**src/verilog/cssc_pkg.sv**
```systemverilog
// Purpose: shared constants, types and decode functions of the clock source startup control
// Assumes: fuse encodings use one as unprogrammed and zero as programmed
// Notes:   register offsets are byte addresses on a 32-bit apb slave
`default_nettype none
package cssc_pkg;

  // ===========================================================
  // register map
  localparam logic [7:0] FUSE_OFFSET    = 8'h00;
  localparam logic [7:0] CONTROL_OFFSET = 8'h04;
  localparam logic [7:0] STATUS_OFFSET  = 8'h08;

  // fuse register: [3:0] select, [5:4] startup time, [6] amplifier mode
  localparam int FUSE_SUT_LSB   = 4;
  localparam int FUSE_AMP_BIT   = 6;
  localparam int FUSE_W         = 7;
  // control register: [0] sleep request (self clearing), [2:1] sleep mode
  localparam int CTRL_SLEEP_BIT = 0;
  localparam int CTRL_MODE_LSB  = 1;
  // status register fields
  localparam int STAT_RUN_BIT   = 3;
  localparam int STAT_RANGE_LSB = 4;
  localparam int STAT_SWING_BIT = 6;
  localparam int STAT_STATE_LSB = 7;

  // ===========================================================
  // fuse layout and shipped default
  typedef struct packed {
    logic       amplifier_mode_fuse;
    logic [1:0] startup_time_fuses;
    logic [3:0] clock_source_select_fuses;
  } cssc_fuses_t;

  localparam logic [3:0]  SHIPPED_SELECT = 4'h1;
  localparam logic [1:0]  SHIPPED_SUT    = 2'h2;
  localparam cssc_fuses_t FUSE_DEFAULT   = '{1'b1, SHIPPED_SUT, SHIPPED_SELECT};

  // select code boundaries
  localparam logic [3:0] SEL_XTAL_LOW   = 4'ha;
  localparam logic [3:0] SEL_LFXTAL     = 4'h9;
  localparam logic [3:0] SEL_EXTRC_LOW  = 4'h5;
  localparam logic [3:0] SEL_INTRC_LOW  = 4'h1;
  localparam logic [3:0] SEL_EXTCLK     = 4'h0;

  // crystal_range_select codes
  localparam logic [2:0] RANGE_CODE_LOW = 3'h5;
  localparam logic [2:0] RANGE_CODE_MID = 3'h6;

  // ===========================================================
  // enumerations
  typedef enum logic [2:0] {SRC_XTAL, SRC_LFXTAL, SRC_EXTRC, SRC_INTRC, SRC_EXTCLK} cssc_src_t;
  typedef enum logic [1:0] {RANGE_0P4_0P9, RANGE_0P9_3P0, RANGE_3P0_8P0, RANGE_WIDE} cssc_range_t;
  typedef enum logic [2:0] {WAKE_6, WAKE_18, WAKE_258, WAKE_1K, WAKE_16K, WAKE_32K} cssc_wake_t;
  typedef enum logic [1:0] {DELAY_NONE, DELAY_4K, DELAY_64K} cssc_delay_t;
  typedef enum logic [1:0] {MODE_IDLE, MODE_CONVERTER, MODE_POWER_DOWN, MODE_POWER_SAVE} cssc_mode_t;

  typedef struct packed {
    logic core_clock;
    logic io_clock;
    logic flash_interface_clock;
    logic converter_clock;
    logic async_timer_clock;
  } cssc_clocks_t;

  // ===========================================================
  // timing: counts in cycles of the oscillator being counted
  localparam int CNT_W         = 17;
  localparam int WAKE_6_CYC    = 6;
  localparam int WAKE_18_CYC   = 18;
  localparam int WAKE_258_CYC  = 258;
  localparam int WAKE_1K_CYC   = 1024;
  localparam int OSC_W         = 5;

  // ===========================================================
  // decode functions
  function automatic cssc_src_t decode_source(input logic [3:0] sel);
    if (sel >= SEL_XTAL_LOW)       return SRC_XTAL;
    else if (sel == SEL_LFXTAL)    return SRC_LFXTAL;
    else if (sel >= SEL_EXTRC_LOW) return SRC_EXTRC;
    else if (sel >= SEL_INTRC_LOW) return SRC_INTRC;
    else                           return SRC_EXTCLK;
  endfunction : decode_source

  function automatic cssc_wake_t decode_wake(input cssc_src_t src, input logic b0,
                                             input logic [1:0] sut);
    unique case (src)
      SRC_XTAL:   return (!b0 && !sut[1]) ? WAKE_258 :
                         ((!b0 || sut == 2'h0) ? WAKE_1K : WAKE_16K);
      SRC_LFXTAL: return sut[1] ? WAKE_32K : WAKE_1K;
      SRC_EXTRC:  return (sut == 2'h3) ? WAKE_6 : WAKE_18;
      default:    return WAKE_6;
    endcase
  endfunction : decode_wake

  function automatic cssc_delay_t decode_delay(input cssc_src_t src, input logic b0,
                                               input logic [1:0] sut);
    logic [2:0] key;
    key = {b0, sut};
    unique case (src)
      SRC_XTAL:
        unique case (key)
          3'h0, 3'h3, 3'h6: return DELAY_4K;
          3'h2, 3'h5:       return DELAY_NONE;
          default:          return DELAY_64K;
        endcase
      SRC_LFXTAL: return (sut == 2'h0) ? DELAY_4K : DELAY_64K;
      SRC_EXTRC:
        unique case (sut)
          2'h0:    return DELAY_NONE;
          2'h2:    return DELAY_64K;
          default: return DELAY_4K;
        endcase
      default:
        unique case (sut)
          2'h0:    return DELAY_NONE;
          2'h1:    return DELAY_4K;
          default: return DELAY_64K;
        endcase
    endcase
  endfunction : decode_delay

endpackage : cssc_pkg
`default_nettype wire

```
**src/verilog/cssc_cycle_counter.sv**
```systemverilog
// Purpose: counts rising edges of a sampled oscillator level up to a target
// Assumes: osc_level is already synchronised to clk
// Notes:   a zero target finishes one cycle after start
`timescale 1ns/1ps
`default_nettype none
module cssc_cycle_counter #(
  parameter int WIDTH = 17
) (
  input  wire logic             clk,
  input  wire logic             reset,
  input  wire logic             start,
  input  wire logic             osc_level,
  input  wire logic [WIDTH-1:0] target,
  output logic                  busy,
  output logic                  done
);

  logic             prev_level;
  logic [WIDTH-1:0] count;
  wire              osc_rise   = osc_level & ~prev_level;
  wire [WIDTH-1:0]  next_count = count + 1'b1;
  wire              reached    = busy & osc_rise & (next_count == target);

  always_ff @(posedge clk or posedge reset)
  begin
    if (reset)
    begin
      prev_level <= 1'b0;
      count      <= '0;
      busy       <= 1'b0;
      done       <= 1'b0;
    end
    else
    begin
      prev_level <= osc_level;
      done       <= (start & (target == '0)) | reached;
      if (start)
      begin
        count <= '0;
        busy  <= (target != '0);
      end
      else if (busy & osc_rise)
      begin
        count <= next_count;
        busy  <= ~reached;
      end
    end
  end

endmodule : cssc_cycle_counter
`default_nettype wire

```
**src/verilog/cssc_clock_control.sv**
```systemverilog
// Purpose: clock source selection from fuses, start-up timing and clock gating
// Assumes: oscillator inputs run well below half of core_clk and are sampled as levels
// Notes:   fuse changes act on the decode at once; a reset re-runs the start-up
//
// Design decisions made here: the APB slave port and the register addresses.
`timescale 1ns/1ps
`default_nettype none
// Function
// - codes 1111-1010 crystal, 1001 low-frequency crystal
// - decode remaining codes, route chosen clock
// - fuse bit one means unprogrammed
// - deep-sleep wake counts selected source cycles
// - reset adds no, 4K or 64K watchdog cycles
// - shipped fuses: select 0001, startup 10
// - crystal bits three to one pick range
// - crystal wake count from bit zero, startup
// - crystal reset delay from bit zero, startup
// - async timer clock runs through sleep
// - converter clock independent of core clock
// - flash clock gated with core clock
module cssc_clock_control #(
  parameter int RESET_SHORT_CYCLES = 4096,
  parameter int RESET_LONG_CYCLES  = 65536,
  parameter int WAKE_16K_CYCLES    = 16384,
  parameter int WAKE_32K_CYCLES    = 32768
) (
  input  wire logic                        core_clk,
  input  wire logic                        reset,
  input  wire logic                        psel,
  input  wire logic                        penable,
  input  wire logic                        pwrite,
  input  wire logic [7:0]                  paddr,
  input  wire logic [31:0]                 pwdata,
  output logic      [31:0]                 prdata,
  output logic                             pready,
  output logic                             pslverr,
  input  wire logic [cssc_pkg::OSC_W-1:0]  osc_pins,
  input  wire logic                        watchdog_osc,
  input  wire logic                        async_xtal,
  input  wire logic                        wake_pin,
  output cssc_pkg::cssc_clocks_t           clocks
);

  // ===========================================================
  // pin synchronisers
  typedef enum logic [1:0] {ST_POR, ST_START, ST_RUN, ST_SLEEP} cssc_state_t;

  logic [cssc_pkg::OSC_W-1:0] osc_meta;
  logic [cssc_pkg::OSC_W-1:0] osc_sync;
  logic [2:0]                 misc_meta;
  logic [2:0]                 misc_sync;

  always_ff @(posedge core_clk or posedge reset)
  begin
    if (reset)
    begin
      osc_meta  <= '0;
      osc_sync  <= '0;
      misc_meta <= '0;
      misc_sync <= '0;
    end
    else
    begin
      osc_meta  <= osc_pins;
      osc_sync  <= osc_meta;
      misc_meta <= {wake_pin, async_xtal, watchdog_osc};
      misc_sync <= misc_meta;
    end
  end

  wire wdt_level   = misc_sync[0];
  wire async_level = misc_sync[1];
  wire wake_level  = misc_sync[2];

  // ===========================================================
  // fuse and control registers
  cssc_pkg::cssc_fuses_t fuses;
  cssc_pkg::cssc_mode_t  sleep_mode;
  cssc_state_t           state;

  // writes land only on the edge at which the master sees pready
  wire       complete    = psel & penable & pready;
  wire       access      = psel & penable & ~pready;
  wire       hit_fuse    = (paddr == cssc_pkg::FUSE_OFFSET);
  wire       hit_ctrl    = (paddr == cssc_pkg::CONTROL_OFFSET);
  wire       hit_stat    = (paddr == cssc_pkg::STATUS_OFFSET);
  wire       mapped      = hit_fuse | hit_ctrl | hit_stat;
  wire       wr_fuse     = complete & pwrite & hit_fuse;
  wire       wr_ctrl     = complete & pwrite & hit_ctrl;
  wire       sleep_req   = wr_ctrl & pwdata[cssc_pkg::CTRL_SLEEP_BIT];

  always_ff @(posedge core_clk or posedge reset)
  begin
    if (reset)
    begin
      fuses      <= cssc_pkg::FUSE_DEFAULT;
      sleep_mode <= cssc_pkg::MODE_IDLE;
    end
    else
    begin
      if (wr_fuse)
        fuses <= pwdata[cssc_pkg::FUSE_W-1:0];
      if (wr_ctrl)
        sleep_mode <= cssc_pkg::cssc_mode_t'(pwdata[cssc_pkg::CTRL_MODE_LSB +: 2]);
    end
  end

  // ===========================================================
  // fuse decode
  wire [3:0] sel_code = fuses.clock_source_select_fuses;
  wire [2:0] crystal_range_select = sel_code[3:1];
  wire       crystal_startup_select_bit = sel_code[0];
  wire       full_swing = ~fuses.amplifier_mode_fuse;

  cssc_pkg::cssc_src_t   source;
  cssc_pkg::cssc_range_t range;
  cssc_pkg::cssc_wake_t  wake_sel;
  cssc_pkg::cssc_delay_t delay_sel;

  assign source    = cssc_pkg::decode_source(sel_code);
  assign range     = full_swing ? cssc_pkg::RANGE_WIDE :
                     (crystal_range_select == cssc_pkg::RANGE_CODE_LOW) ? cssc_pkg::RANGE_0P4_0P9 :
                     (crystal_range_select == cssc_pkg::RANGE_CODE_MID) ? cssc_pkg::RANGE_0P9_3P0 :
                     cssc_pkg::RANGE_3P0_8P0;
  assign wake_sel  = cssc_pkg::decode_wake(source, crystal_startup_select_bit,
                                           fuses.startup_time_fuses);
  assign delay_sel = cssc_pkg::decode_delay(source, crystal_startup_select_bit,
                                            fuses.startup_time_fuses);

  wire selected_level = osc_sync[source];

  logic [cssc_pkg::CNT_W-1:0] wake_target;
  logic [cssc_pkg::CNT_W-1:0] delay_target;

  always_comb
  begin
    unique case (wake_sel)
      cssc_pkg::WAKE_6:   wake_target = cssc_pkg::CNT_W'(cssc_pkg::WAKE_6_CYC);
      cssc_pkg::WAKE_18:  wake_target = cssc_pkg::CNT_W'(cssc_pkg::WAKE_18_CYC);
      cssc_pkg::WAKE_258: wake_target = cssc_pkg::CNT_W'(cssc_pkg::WAKE_258_CYC);
      cssc_pkg::WAKE_1K:  wake_target = cssc_pkg::CNT_W'(cssc_pkg::WAKE_1K_CYC);
      cssc_pkg::WAKE_16K: wake_target = cssc_pkg::CNT_W'(WAKE_16K_CYCLES);
      default:            wake_target = cssc_pkg::CNT_W'(WAKE_32K_CYCLES);
    endcase
  end

  always_comb
  begin
    unique case (delay_sel)
      cssc_pkg::DELAY_4K:  delay_target = cssc_pkg::CNT_W'(RESET_SHORT_CYCLES);
      cssc_pkg::DELAY_64K: delay_target = cssc_pkg::CNT_W'(RESET_LONG_CYCLES);
      default:             delay_target = '0;
    endcase
  end

  // ===========================================================
  // start-up counters
  logic por_kick;
  logic por_busy;
  logic por_done;
  logic src_busy;
  logic src_done;

  wire deep_mode = (sleep_mode == cssc_pkg::MODE_POWER_DOWN) |
                   (sleep_mode == cssc_pkg::MODE_POWER_SAVE);
  // reset delay first, then the source count, as a wake would
  wire src_start = ((state == ST_POR) & por_done) |
                   ((state == ST_SLEEP) & wake_level & deep_mode);

  // watchdog delay counts on the synchronised level so its end is already in core_clk
  cssc_cycle_counter #(
    .WIDTH (cssc_pkg::CNT_W)
  ) u_reset_delay (
    .clk       (core_clk),
    .reset     (reset),
    .start     (por_kick),
    .osc_level (wdt_level),
    .target    (delay_target),
    .busy      (por_busy),
    .done      (por_done)
  );

  cssc_cycle_counter #(
    .WIDTH (cssc_pkg::CNT_W)
  ) u_wake_count (
    .clk       (core_clk),
    .reset     (reset),
    .start     (src_start),
    .osc_level (selected_level),
    .target    (wake_target),
    .busy      (src_busy),
    .done      (src_done)
  );

  // ===========================================================
  // sequencer
  cssc_state_t next_state;

  always_comb
  begin
    next_state = state;
    unique case (state)
      ST_POR:   if (por_done) next_state = ST_START;
      ST_START: if (src_done) next_state = ST_RUN;
      ST_RUN:   if (sleep_req) next_state = ST_SLEEP;
      ST_SLEEP: if (wake_level) next_state = deep_mode ? ST_START : ST_RUN;
    endcase
  end

  always_ff @(posedge core_clk or posedge reset)
  begin
    if (reset)
    begin
      state    <= ST_POR;
      por_kick <= 1'b1;
    end
    else
    begin
      state    <= next_state;
      por_kick <= 1'b0;
    end
  end

  // ===========================================================
  // clock gating
  wire run_core = (state == ST_RUN);
  wire run_io   = run_core | ((state == ST_SLEEP) & (sleep_mode == cssc_pkg::MODE_IDLE));
  wire run_conv = run_io | ((state == ST_SLEEP) & (sleep_mode == cssc_pkg::MODE_CONVERTER));

  always_ff @(posedge core_clk or posedge reset)
  begin
    if (reset)
      clocks <= '0;
    else
    begin
      clocks.core_clock            <= selected_level & run_core;
      clocks.flash_interface_clock <= selected_level & run_core;
      clocks.io_clock              <= selected_level & run_io;
      clocks.converter_clock       <= selected_level & run_conv;
      clocks.async_timer_clock     <= async_level;
    end
  end

  // ===========================================================
  // apb response, one wait state
  logic [31:0] read_word;

  always_comb
  begin
    read_word = '0;
    if (hit_fuse)
      read_word[cssc_pkg::FUSE_W-1:0] = fuses;
    else if (hit_ctrl)
      read_word[cssc_pkg::CTRL_MODE_LSB +: 2] = sleep_mode;
    else if (hit_stat)
    begin
      read_word[2:0]                           = source;
      read_word[cssc_pkg::STAT_RUN_BIT]        = run_core;
      read_word[cssc_pkg::STAT_RANGE_LSB +: 2] = range;
      read_word[cssc_pkg::STAT_SWING_BIT]      = full_swing;
      read_word[cssc_pkg::STAT_STATE_LSB +: 2] = state;
    end
  end

  always_ff @(posedge core_clk or posedge reset)
  begin
    if (reset)
    begin
      pready  <= 1'b0;
      pslverr <= 1'b0;
      prdata  <= '0;
    end
    else
    begin
      pready  <= access;
      pslverr <= access & ~mapped;
      prdata  <= (access & ~pwrite) ? read_word : '0;
    end
  end

  // ===========================================================
  // checks
  a_por_holds_core: assert property (@(posedge core_clk) disable iff (reset)
    (state == ST_POR) |=> !clocks.core_clock) else $error("core clock during reset delay");
  a_wake_after_count: assert property (@(posedge core_clk) disable iff (reset)
    (state == ST_START && next_state == ST_RUN) |-> src_done) else $error("early release");
  a_shipped_fuses: assert property (@(posedge core_clk)
    $fell(reset) |-> fuses == cssc_pkg::FUSE_DEFAULT) else $error("fuse default wrong");
  a_src_lfxtal: assert property (@(posedge core_clk) disable iff (reset)
    (sel_code == cssc_pkg::SEL_LFXTAL) |-> source == cssc_pkg::SRC_LFXTAL)
    else $error("1001 not low-frequency crystal");
  a_src_extclk: assert property (@(posedge core_clk) disable iff (reset)
    (sel_code == cssc_pkg::SEL_EXTCLK) |-> source == cssc_pkg::SRC_EXTCLK)
    else $error("0000 not external clock");
  a_swing_polarity: assert property (@(posedge core_clk) disable iff (reset)
    full_swing == !fuses.amplifier_mode_fuse) else $error("fuse polarity");
  a_range_low: assert property (@(posedge core_clk) disable iff (reset)
    (fuses.amplifier_mode_fuse && crystal_range_select == cssc_pkg::RANGE_CODE_LOW)
    |-> range == cssc_pkg::RANGE_0P4_0P9) else $error("crystal range");
  a_xtal_wake258: assert property (@(posedge core_clk) disable iff (reset)
    (source == cssc_pkg::SRC_XTAL && {crystal_startup_select_bit, fuses.startup_time_fuses}
     == 3'h1) |-> wake_target == cssc_pkg::CNT_W'(cssc_pkg::WAKE_258_CYC))
    else $error("crystal wake count");
  a_xtal_nodelay: assert property (@(posedge core_clk) disable iff (reset)
    (source == cssc_pkg::SRC_XTAL && {crystal_startup_select_bit, fuses.startup_time_fuses}
     == 3'h5) |-> delay_target == '0) else $error("crystal reset delay");
  a_flash_core: assert property (@(posedge core_clk) disable iff (reset)
    clocks.flash_interface_clock == clocks.core_clock) else $error("flash clock split");
  a_async_sleep: assert property (@(posedge core_clk) disable iff (reset)
    (state == ST_SLEEP) |=> clocks.async_timer_clock == $past(async_level))
    else $error("async clock stopped");
  a_conv_runs: assert property (@(posedge core_clk) disable iff (reset)
    (state == ST_SLEEP && sleep_mode == cssc_pkg::MODE_CONVERTER && selected_level)
    |=> clocks.converter_clock && !clocks.core_clock) else $error("converter clock");
  a_por_sync: assert property (@(posedge core_clk) disable iff (reset)
    $rose(por_done) |-> !por_busy) else $error("delay end unsynchronised");
  a_wake_counting: assert property (@(posedge core_clk) disable iff (reset)
    (state == ST_START && !src_done) |-> src_busy) else $error("wake count idle");

  c_reset_to_run: cover property (@(posedge core_clk) disable iff (reset)
    state == ST_START ##1 state == ST_RUN);
  c_deep_wake: cover property (@(posedge core_clk) disable iff (reset)
    state == ST_SLEEP && deep_mode && wake_level);
  c_fuse_write: cover property (@(posedge core_clk) disable iff (reset) wr_fuse);

endmodule : cssc_clock_control
`default_nettype wire

```
**config.mk**
```make
export PLATFORM = sky130hd
export DESIGN_NAME = cssc_clock_control
export DESIGN_NICKNAME = d
export VERILOG_FILES = /design/src/verilog/cssc_pkg.sv /design/src/verilog/cssc_cycle_counter.sv /design/src/verilog/cssc_clock_control.sv
export SDC_FILE = /design/constraint.sdc
export NUM_CORES = 1
export LEC_CHECK = 0
export ABC_AREA = 1
export BUFFER_PORTS_ARGS = -buffer_cell sky130_fd_sc_hd__buf_2
export CORE_AREA = 4 4 97 99
export CTS_CLUSTER_DIAMETER = 40
export DETAILED_ROUTE_END_ITERATION = 12
export DIE_AREA = 0 0 101 103
export PLACE_DENSITY = 0.8
export SKIP_LAST_GASP = 1
export SYNTH_ARGS = -nofsm -noshare
export SYNTH_HDL_FRONTEND = slang
export SYNTH_SLANG_ARGS = --single-unit
```
**constraint.sdc**
```tcl
create_clock -name core_clk -period 3.2 [get_ports core_clk]
set_clock_uncertainty 0.1 [all_clocks]
set_input_delay 0 -clock core_clk [delete_from_list [all_inputs] [get_ports core_clk]]
set_output_delay 0 -clock core_clk [all_outputs]
set_load 0.005 [all_outputs]
```
==> impl_metrics.csv, run 1 <==
group,metric,value,unit
status,status,"finished clean",
synth,synth.distinct_cells,49,
synth,yosysTopAreaCell,"dfrtp_1",
floorplan,initial_utilization,55.1,%
clocking,ctsHoldBuffers,23,
timing,clock.fmax,0.400,GHz
power,power,2280,uW
clocking,cts.sinks,83,
synth,synth_top_area_share,42.0,%
global_route,grt_max_degree,68,
global_route,gr-total-overflow,0,
floorplan,ios,92,
final_layout,fill_cells,678,
clocking,postCtsResizedCells,0,
timing,rsz0062_at_grt,"false",
placed_design,io_buffers,43,
floorplan,dieArea,10400,um2
power,p_int,1550,uW
floorplan,die_w,101,um
synth,syn-instance-count,582,
final_layout,postLayoutCellArea,5350,um2
timing,slew_viol_final,0,
synth,synth_edf_count,0,
power,swShare,31.7,%
placed_design,placed_area,4940,um2
timing,finalSetupTns,0,ps
critical_path,rr_startpoint,"fuses[5]",
synth,synthesis.area,4710,um2
timing,finalHoldViolations,0,
critical_path,cp_data_arrival_time,2670,ps
power,pwr-share-clk,31.3,%
clocking,clockBufferDepth,2,
power,powerDensity,426,nW/um2
clocking,insertion_delay,370,ps
final_layout,n_antenna_cell,0,
power,p_comb_share,17.7,%
flow_run,drv_cap,0,
worst_hold_path,min_path_type,"in -> reg",
timing,tightest_slew,1120,ps
synth,synth_seq_cells,83,
placed_design,dp.cells,727,
final_layout,regArea,2080,um2
routing,wl_per_cell,14.1,um
critical_path,reg2reg_depth,15,
clocking,cts_buffers,9,
power,irDropWorstVdd,296,uV
final_layout,nets,711,
placed_design,globalplace.congestion,0.930,
critical_path,reg2reg_to,"u_reset_delay.busy",
floorplan,rows,34,
synth,synthFlopType,"dfrtp_1",
final_layout,drive_gt1_share,17.0,%
synth,ys_seq_area_share,44.2,%
power,power_frac_seq,51.1,%
critical_path,critPathLaunchType,"input port",
routing,dr.first_iter.drc_count,301,
clocking,post-cts-setup-buffers,0,
critical_path,reg2reg_slack,890,ps
global_route,grt_pass1_wl,18.1,mm
routing,viasPerCell,5.34,
timing,fin_crit_sh,78.1,%
timing,setup_viol,0,
final_layout,multi_input_area,2170,um2
synth,yosys-top-cells-area,"dfrtp_1 42%, nand2_1 10%, inv_1 6.0%, nor2_1 4.8%, nand3_1 4.4%",
placed_design,dp_hpwl,7.59,mm
timing,post-route-min-period,2500,ps
floorplan,die_y,103,um
power,p_sw,722,uW
critical_path,worst-path-max-fanout,5,
floorplan,core,8550,um2
clocking,path_clk_slew,90,ps
clocking,h-tree-depth,3,
worst_hold_path,min_to,"sleep_mode[1]",
synth,synth_common_cells,"125 x nand2_1, 79 x dfrtp_1, 75 x inv_1",
worst_hold_path,worstHoldPathCells,5,
synth,yosys_warnings,0,
critical_path,cp.required,3370,ps
synth,synthArstFlopShare,100,%
final_layout,syn_to_final_growth,13.5,%
routing,ant_nets,0,
clocking,root_buffer,"clkbuf_8",
timing,holdWs,90.1,ps
final_layout,stdcell_count,766,
synth,yosysMostFrequentCell,"nand2_1",
global_route,grt_pass1_vias,4025,
clocking,cts_tree,"built",
power,power_leakage,0.00259,uW
routing,vias,4089,
global_route,antenna_found_initial,0,
routing,drc,0,
critical_path,worstSetupEndpointType,"flip-flop",
global_route,grt_usage,22.0,%
worst_hold_path,min_from,"penable",
critical_path,critPathKind,"in -> reg",
timing,slew_headroom,25.3,%
routing,routed_wirelength,10.8,mm
synth,syn_area_per_cell,8.10,um2
routing,drtPass1Iterations,5,
per-layer routing:
layer | share of wire (%) | vias up | routed length [um] | global-route usage, %
met4 | 1.9 | 0 | 210 | 7.57
li1 | - | 1992 | - | -
met2 | 50 | 137 | 5400 | 38.2
met1 | 42 | 1935 | 4560 | 26.5
met5 | 0 | - | 0 | 0
met3 | 6.1 | 25 | 659 | 5.68
per-stage QoR:
stage | setup WS (ps) | utilization (%)
global route | 516 | 62.5
finish | 700 | 62.5
floorplan | 970 | -
CTS | 893 | 62.5
detailed placement | 947 | 57.7
global placement | 980 | 57.7
cells by family after synthesis:
kind of cell / count (synthesis) / share of synthesized area [%]
flops: 83 / 44.2
xor+xnor: 18 / 3.35
fa+ha+maj: 5 / 1.33
compound gates: 77 / 11.2
other cells: 1 / 0.0796
mux: 1 / 0.239
simple gates: 281 / 28.0
buf+inv: 116 / 11.6
registers in the layout, indices dropped and copies added (netlist names), 2 cells and up:
name / count
sel_code: 4
osc_meta: 5
u_reset_delay.count: 17
osc_sync: 5
clocks: 4
prdata: 9
sleep_mode: 2
misc_meta: 3
u_wake_count.count: 17
state: 2
fuses: 3
misc_sync: 3
worst max-delay path by stage:
stage | slack, ps | endpoint | startpoint | cells after the start
6_report | 700 | prdata[3] | psel | 13
5_1_grt | 520 | prdata[3] | psel | 13
4_1_cts | 890 | prdata[3] | psel | 13
3_5_place_dp | 950 | u_reset_delay.busy | fuses[5] | 15
3_3_place_gp | 980 | u_reset_delay.busy | fuses[5] | 15
2_1_floorplan | 970 | clocks[0] | reset | 1
layout by cell type, fill, tap and decap left out, drive strengths merged, types with 10 or more instances in the layout:
| cell type | netlist | final |
|---|---|---|
| nand2 | 132 | 132 |
| inv | 86 | 89 |
| dfrtp | 79 | 79 |
| nor2 | 67 | 67 |
| buf | 28 | 44 |
| nand3 | 44 | 44 |
| o21ai | 30 | 30 |
| conb | 1 | 24 |
| o22ai | 24 | 24 |
| nand4 | 23 | 23 |
| dlygate4sd3 | 0 | 23 |
| xor2 | 17 | 17 |
| a21oi | 10 | 10 |
cell type report:
cell class | count | share of cell area, %
Clock inverter | 7 | 1.08
Clock buffer | 9 | 2.32
Tap cell | 108 | 2.53
Sequential cell | 83 | 38.9
Timing Repair Buffer | 67 | 8.47
Inverter | 86 | 6.11
Multi-Input combinational cell | 406 | 40.6
critical path: stages:
cell and delay [ps]:
dlygate4sd3_1 520, buf_2 110, nand2_1 70, dlygate4sd3_1 560
nor2_1 160, inv_1 100, nor2_1 310, inv_1 140
nor2_1 230, inv_1 130, nor2_1 160, nand2_1 80
o21ai_0 100
power by group through the flow:
stage | sequential (uW) | clock, uW | combinational [uW]
after floorplan | 1170 | 0 | 312
after global placement | 1180 | 0 | 366
after detailed placement | 1180 | 0 | 379
after CTS | 1160 | 730 | 399
after global routing | 1170 | 774 | 455
final | 1160 | 711 | 402
Note: power is estimated with default switching activity, not from simulation.
==> inputs of run 2 (changes only) <==
--- a/config.mk
+++ b/config.mk
@@ -5,13 +5,13 @@
 export SDC_FILE = /design/constraint.sdc
 export NUM_CORES = 1
 export LEC_CHECK = 0
-export ABC_AREA = 1
+export ABC_AREA = 0
 export BUFFER_PORTS_ARGS = -buffer_cell sky130_fd_sc_hd__buf_2
-export CORE_AREA = 4 4 97 99
+export CORE_AREA = 4 4 101 103
 export CTS_CLUSTER_DIAMETER = 40
 export DETAILED_ROUTE_END_ITERATION = 12
-export DIE_AREA = 0 0 101 103
-export PLACE_DENSITY = 0.8
+export DIE_AREA = 0 0 105 107
+export PLACE_DENSITY = 0.75
 export SKIP_LAST_GASP = 1
 export SYNTH_ARGS = -nofsm -noshare
 export SYNTH_HDL_FRONTEND = slang
==> constraint.sdc (replaced) <==
create_clock -name core_clk -period 2.1 [get_ports core_clk]
set_clock_uncertainty 0.1 [all_clocks]
set_input_delay 0 -clock core_clk [delete_from_list [all_inputs] [get_ports core_clk]]
set_output_delay 0 -clock core_clk [all_outputs]
set_load 0.005 [all_outputs]
==> run 2 against run 1 <==
  * The flow now finishes with violations (setup timing)
  * Critical path depth down 2
  * Non-clock buffer count grew 97
  * Clock-buffer cell count grew 2
  * Area after synthesis is 3.5% lower
  * Largest cell class unchanged
==> impl_metrics.csv, run 2 <==
group,metric,value,unit
status,status,"finished, violations left",
status,violations,"setup timing",
synth,synth_seq_cells,83,
global_route,grt_usage,19.7,%
power,powerDensity,508,nW/um2
synth,yosys-top-cells-area,"dfrtp_1 43%, xor2_1 6.5%, nor2_1 5.1%, buf_4 4.1%, xnor2_1 4.0%",
critical_path,crit_slowest_cell,"dfstp_2",
routing,dr.first_iter.drc_count,141,
floorplan,die_w,105,um
critical_path,cp_data_arrival_time,2650,ps
synth,synth_common_cells,"79 x dfrtp_1, 62 x nor2_1, 39 x nand2_1",
synth,synthArstFlopShare,100,%
critical_path,critPathKind,"reg -> reg",
routing,vias,3935,
routing,drtPass1Iterations,4,
timing,slew_viol_final,0,
timing,post-route-min-period,2510,ps
final_layout,drive_gt1_share,32.7,%
flow_run,drv_cap,0,
clocking,cts_tree,"built",
critical_path,worstSetupEndpointType,"flip-flop",
power,power_leakage,0.00284,uW
clocking,clockBufferDepth,2,
timing,setup_viol,23,
timing,fin_ws,-410,ps
final_layout,stdcell_count,744,
routing,viasPerCell,5.29,
critical_path,path_delay_family,"compound AO/OA/AOI/OAI gates",
power,irDropWorstVdd,402,uV
global_route,grt_pass1_vias,3948,
global_route,antenna_found_initial,0,
floorplan,dieArea,11200,um2
floorplan,die_y,107,um
critical_path,path_cells,"mux2i_1 -> a221oi_1 -> o21ai_1 -> a21oi_2 -> inv_1 -> ha_4 -> xor2_2 -> xnor2_1 -> nor4_1 -> nand4_1 -> a31o_1",
floorplan,initial_utilization,49.5,%
synth,synth_mux_area_share,3.11,%
global_route,grt_max_degree,26,
critical_path,critPathLaunchType,"flip-flop",
placed_design,dp.cells,693,
clocking,h-tree-depth,3,
routing,wl_per_cell,14.9,um
critical_path,cp.required,2240,ps
final_layout,postLayoutCoreUtil,66.1,%
timing,clock.fmax,0.398,GHz
routing,drc,0,
floorplan,core,9200,um2
floorplan,ios,92,
clocking,root_buffer,"clkbuf_8",
timing,slew_headroom,63.6,%
synth,syn_area_per_cell,9.42,um2
clocking,cts_buffers,9,
synth,syn-instance-count,483,
final_layout,mostFrequentLayoutCell,"buf_4",
final_layout,layout_common_cells,"90 x buf_4, 78 x dfrtp_1, 60 x nor2_1",
final_layout,largest_registers,"u_reset_delay.count: 17 flops, u_wake_count.count: 17 flops, prdata: 9 flops",
clocking,cts.sinks,83,
synth,synthesis.area,4550,um2
synth,synth_fa_ha_area_share,1.60,%
placed_design,post-place-ws,-536,ps
synth,synth_top_area_share,43.5,%
placed_design,globalplace.congestion,0.859,
synth,synth.distinct_cells,60,
placed_design,placed_area,5360,um2
timing,tightest_slew,545,ps
worst_hold_path,min_path_type,"in -> reg",
synth,synth_edf_count,0,
critical_path,worst-path-max-fanout,7,
synth,yosysMostFrequentCell,"dfrtp_1",
final_layout,postLayoutCellArea,6080,um2
synth,ys_seq_area_share,45.8,%
synth,synth-xor-area-share,11.1,%
synth,synth-simple-area-share,21.9,%
routing,ant_nets,0,
critical_path,max_stage_delay,640,ps
synth,synthFlopType,"dfrtp_1",
routing,routed_wirelength,11.1,mm
final_layout,n_antenna_cell,0,
synth,yosys_warnings,0,
synth,synth_top_family_by_area,"simple AND/OR/NAND/NOR gates",
timing,fin_crit_sh,120,%
final_layout,nets,687,
final_layout,syn_to_final_growth,33.7,%
floorplan,rows,35,
placed_design,dp_hpwl,7.39,mm
global_route,gr-total-overflow,0,
global_route,grt_pass1_wl,18.1,mm
timing,rsz0062_at_grt,"true",
placed_design,io_buffers,43,
clocking,path_clk_slew,90,ps
timing,finalHoldViolations,0,
clocking,insertion_delay,340,ps
synth,synth-compound-area-share,8.80,%
critical_path,crit_buf_inv,1,
synth,yosysTopAreaCell,"dfrtp_1",
power,power,3090,uW
## run 2: final timing paths
path	slack (ps)	cells after the start	to	start
max	-410	11	u_reset_delay.busy	sel_code[0]
min	30	5	prdata[1]	paddr[1]
max reg2reg	-410	11	u_reset_delay.busy	sel_code[0]
min reg2reg	260	0	misc_sync[0]	misc_meta[0]
max in group asynchronous	1040	4	por_kick	reset
min in group asynchronous	150	3	fuses[4]	reset
## run 2: worst reg2reg max path: stages (launching register included)
cell and delay (ps):
dfstp_2 640, mux2i_1 100, a221oi_1 270, o21ai_1 130
a21oi_2 140, inv_1 80, ha_4 160, xor2_2 140
xnor2_1 130, nor4_1 180, nand4_1 150, a31o_1 190
## run 2: area by class of cell
class | count | area (um2)
clock buffer | 11 | 141
clock inverter | 4 | 75.1
fill | 689 | 3110
inverter | 13 | 52.6
multi-input combinational | 358 | 2380
sequential | 83 | 2080
tap | 111 | 139
timing repair buffer | 164 | 1210
## run 2: cells by family (layout without fill, tap and decap cells)
group	after synthesis	after routing
compound gates	60	60
xor+xnor	56	56
buf+inv	65	192
other cells	1	24
simple gates	199	199
flops	83	83
mux	13	13
fa+ha+maj	6	6
## run 2: metal layers
layer	global-route usage [%]	up-vias	part of all wire, %
li1	-	1908	-
met1	24.3	1905	43
met2	34.5	103	51
met3	3.85	19	4.2
met4	6.94	0	1.7
met5	0	-	0
## run 2: power breakdown
part,internal [uW],leakage [uW],switching (uW)
clock network,697,0.000102,557
registers,1620,0.00108,18.7
logic,88.2,0.00166,103
total,2410,0.00284,678
## run 2: stage by stage
stage	setup TNS (ps)	hold slack [ps]
2_1_floorplan	-1430	-68.6
3_3_place_gp	-7390	-38.0
3_5_place_dp	-8990	-27.7
4_1_cts	-3940	8.06
5_1_grt	-7530	48.6
6_report	-5330	34.0
## run 2: timing repair
item	CTS	global route
gates resized for setup	27	16
endpoints found under the hold margin	70	0
setup buffers	11	0
setup endpoints to repair	24	25
pin swaps	15	23
gates cloned	1	0
hold buffers	24	0
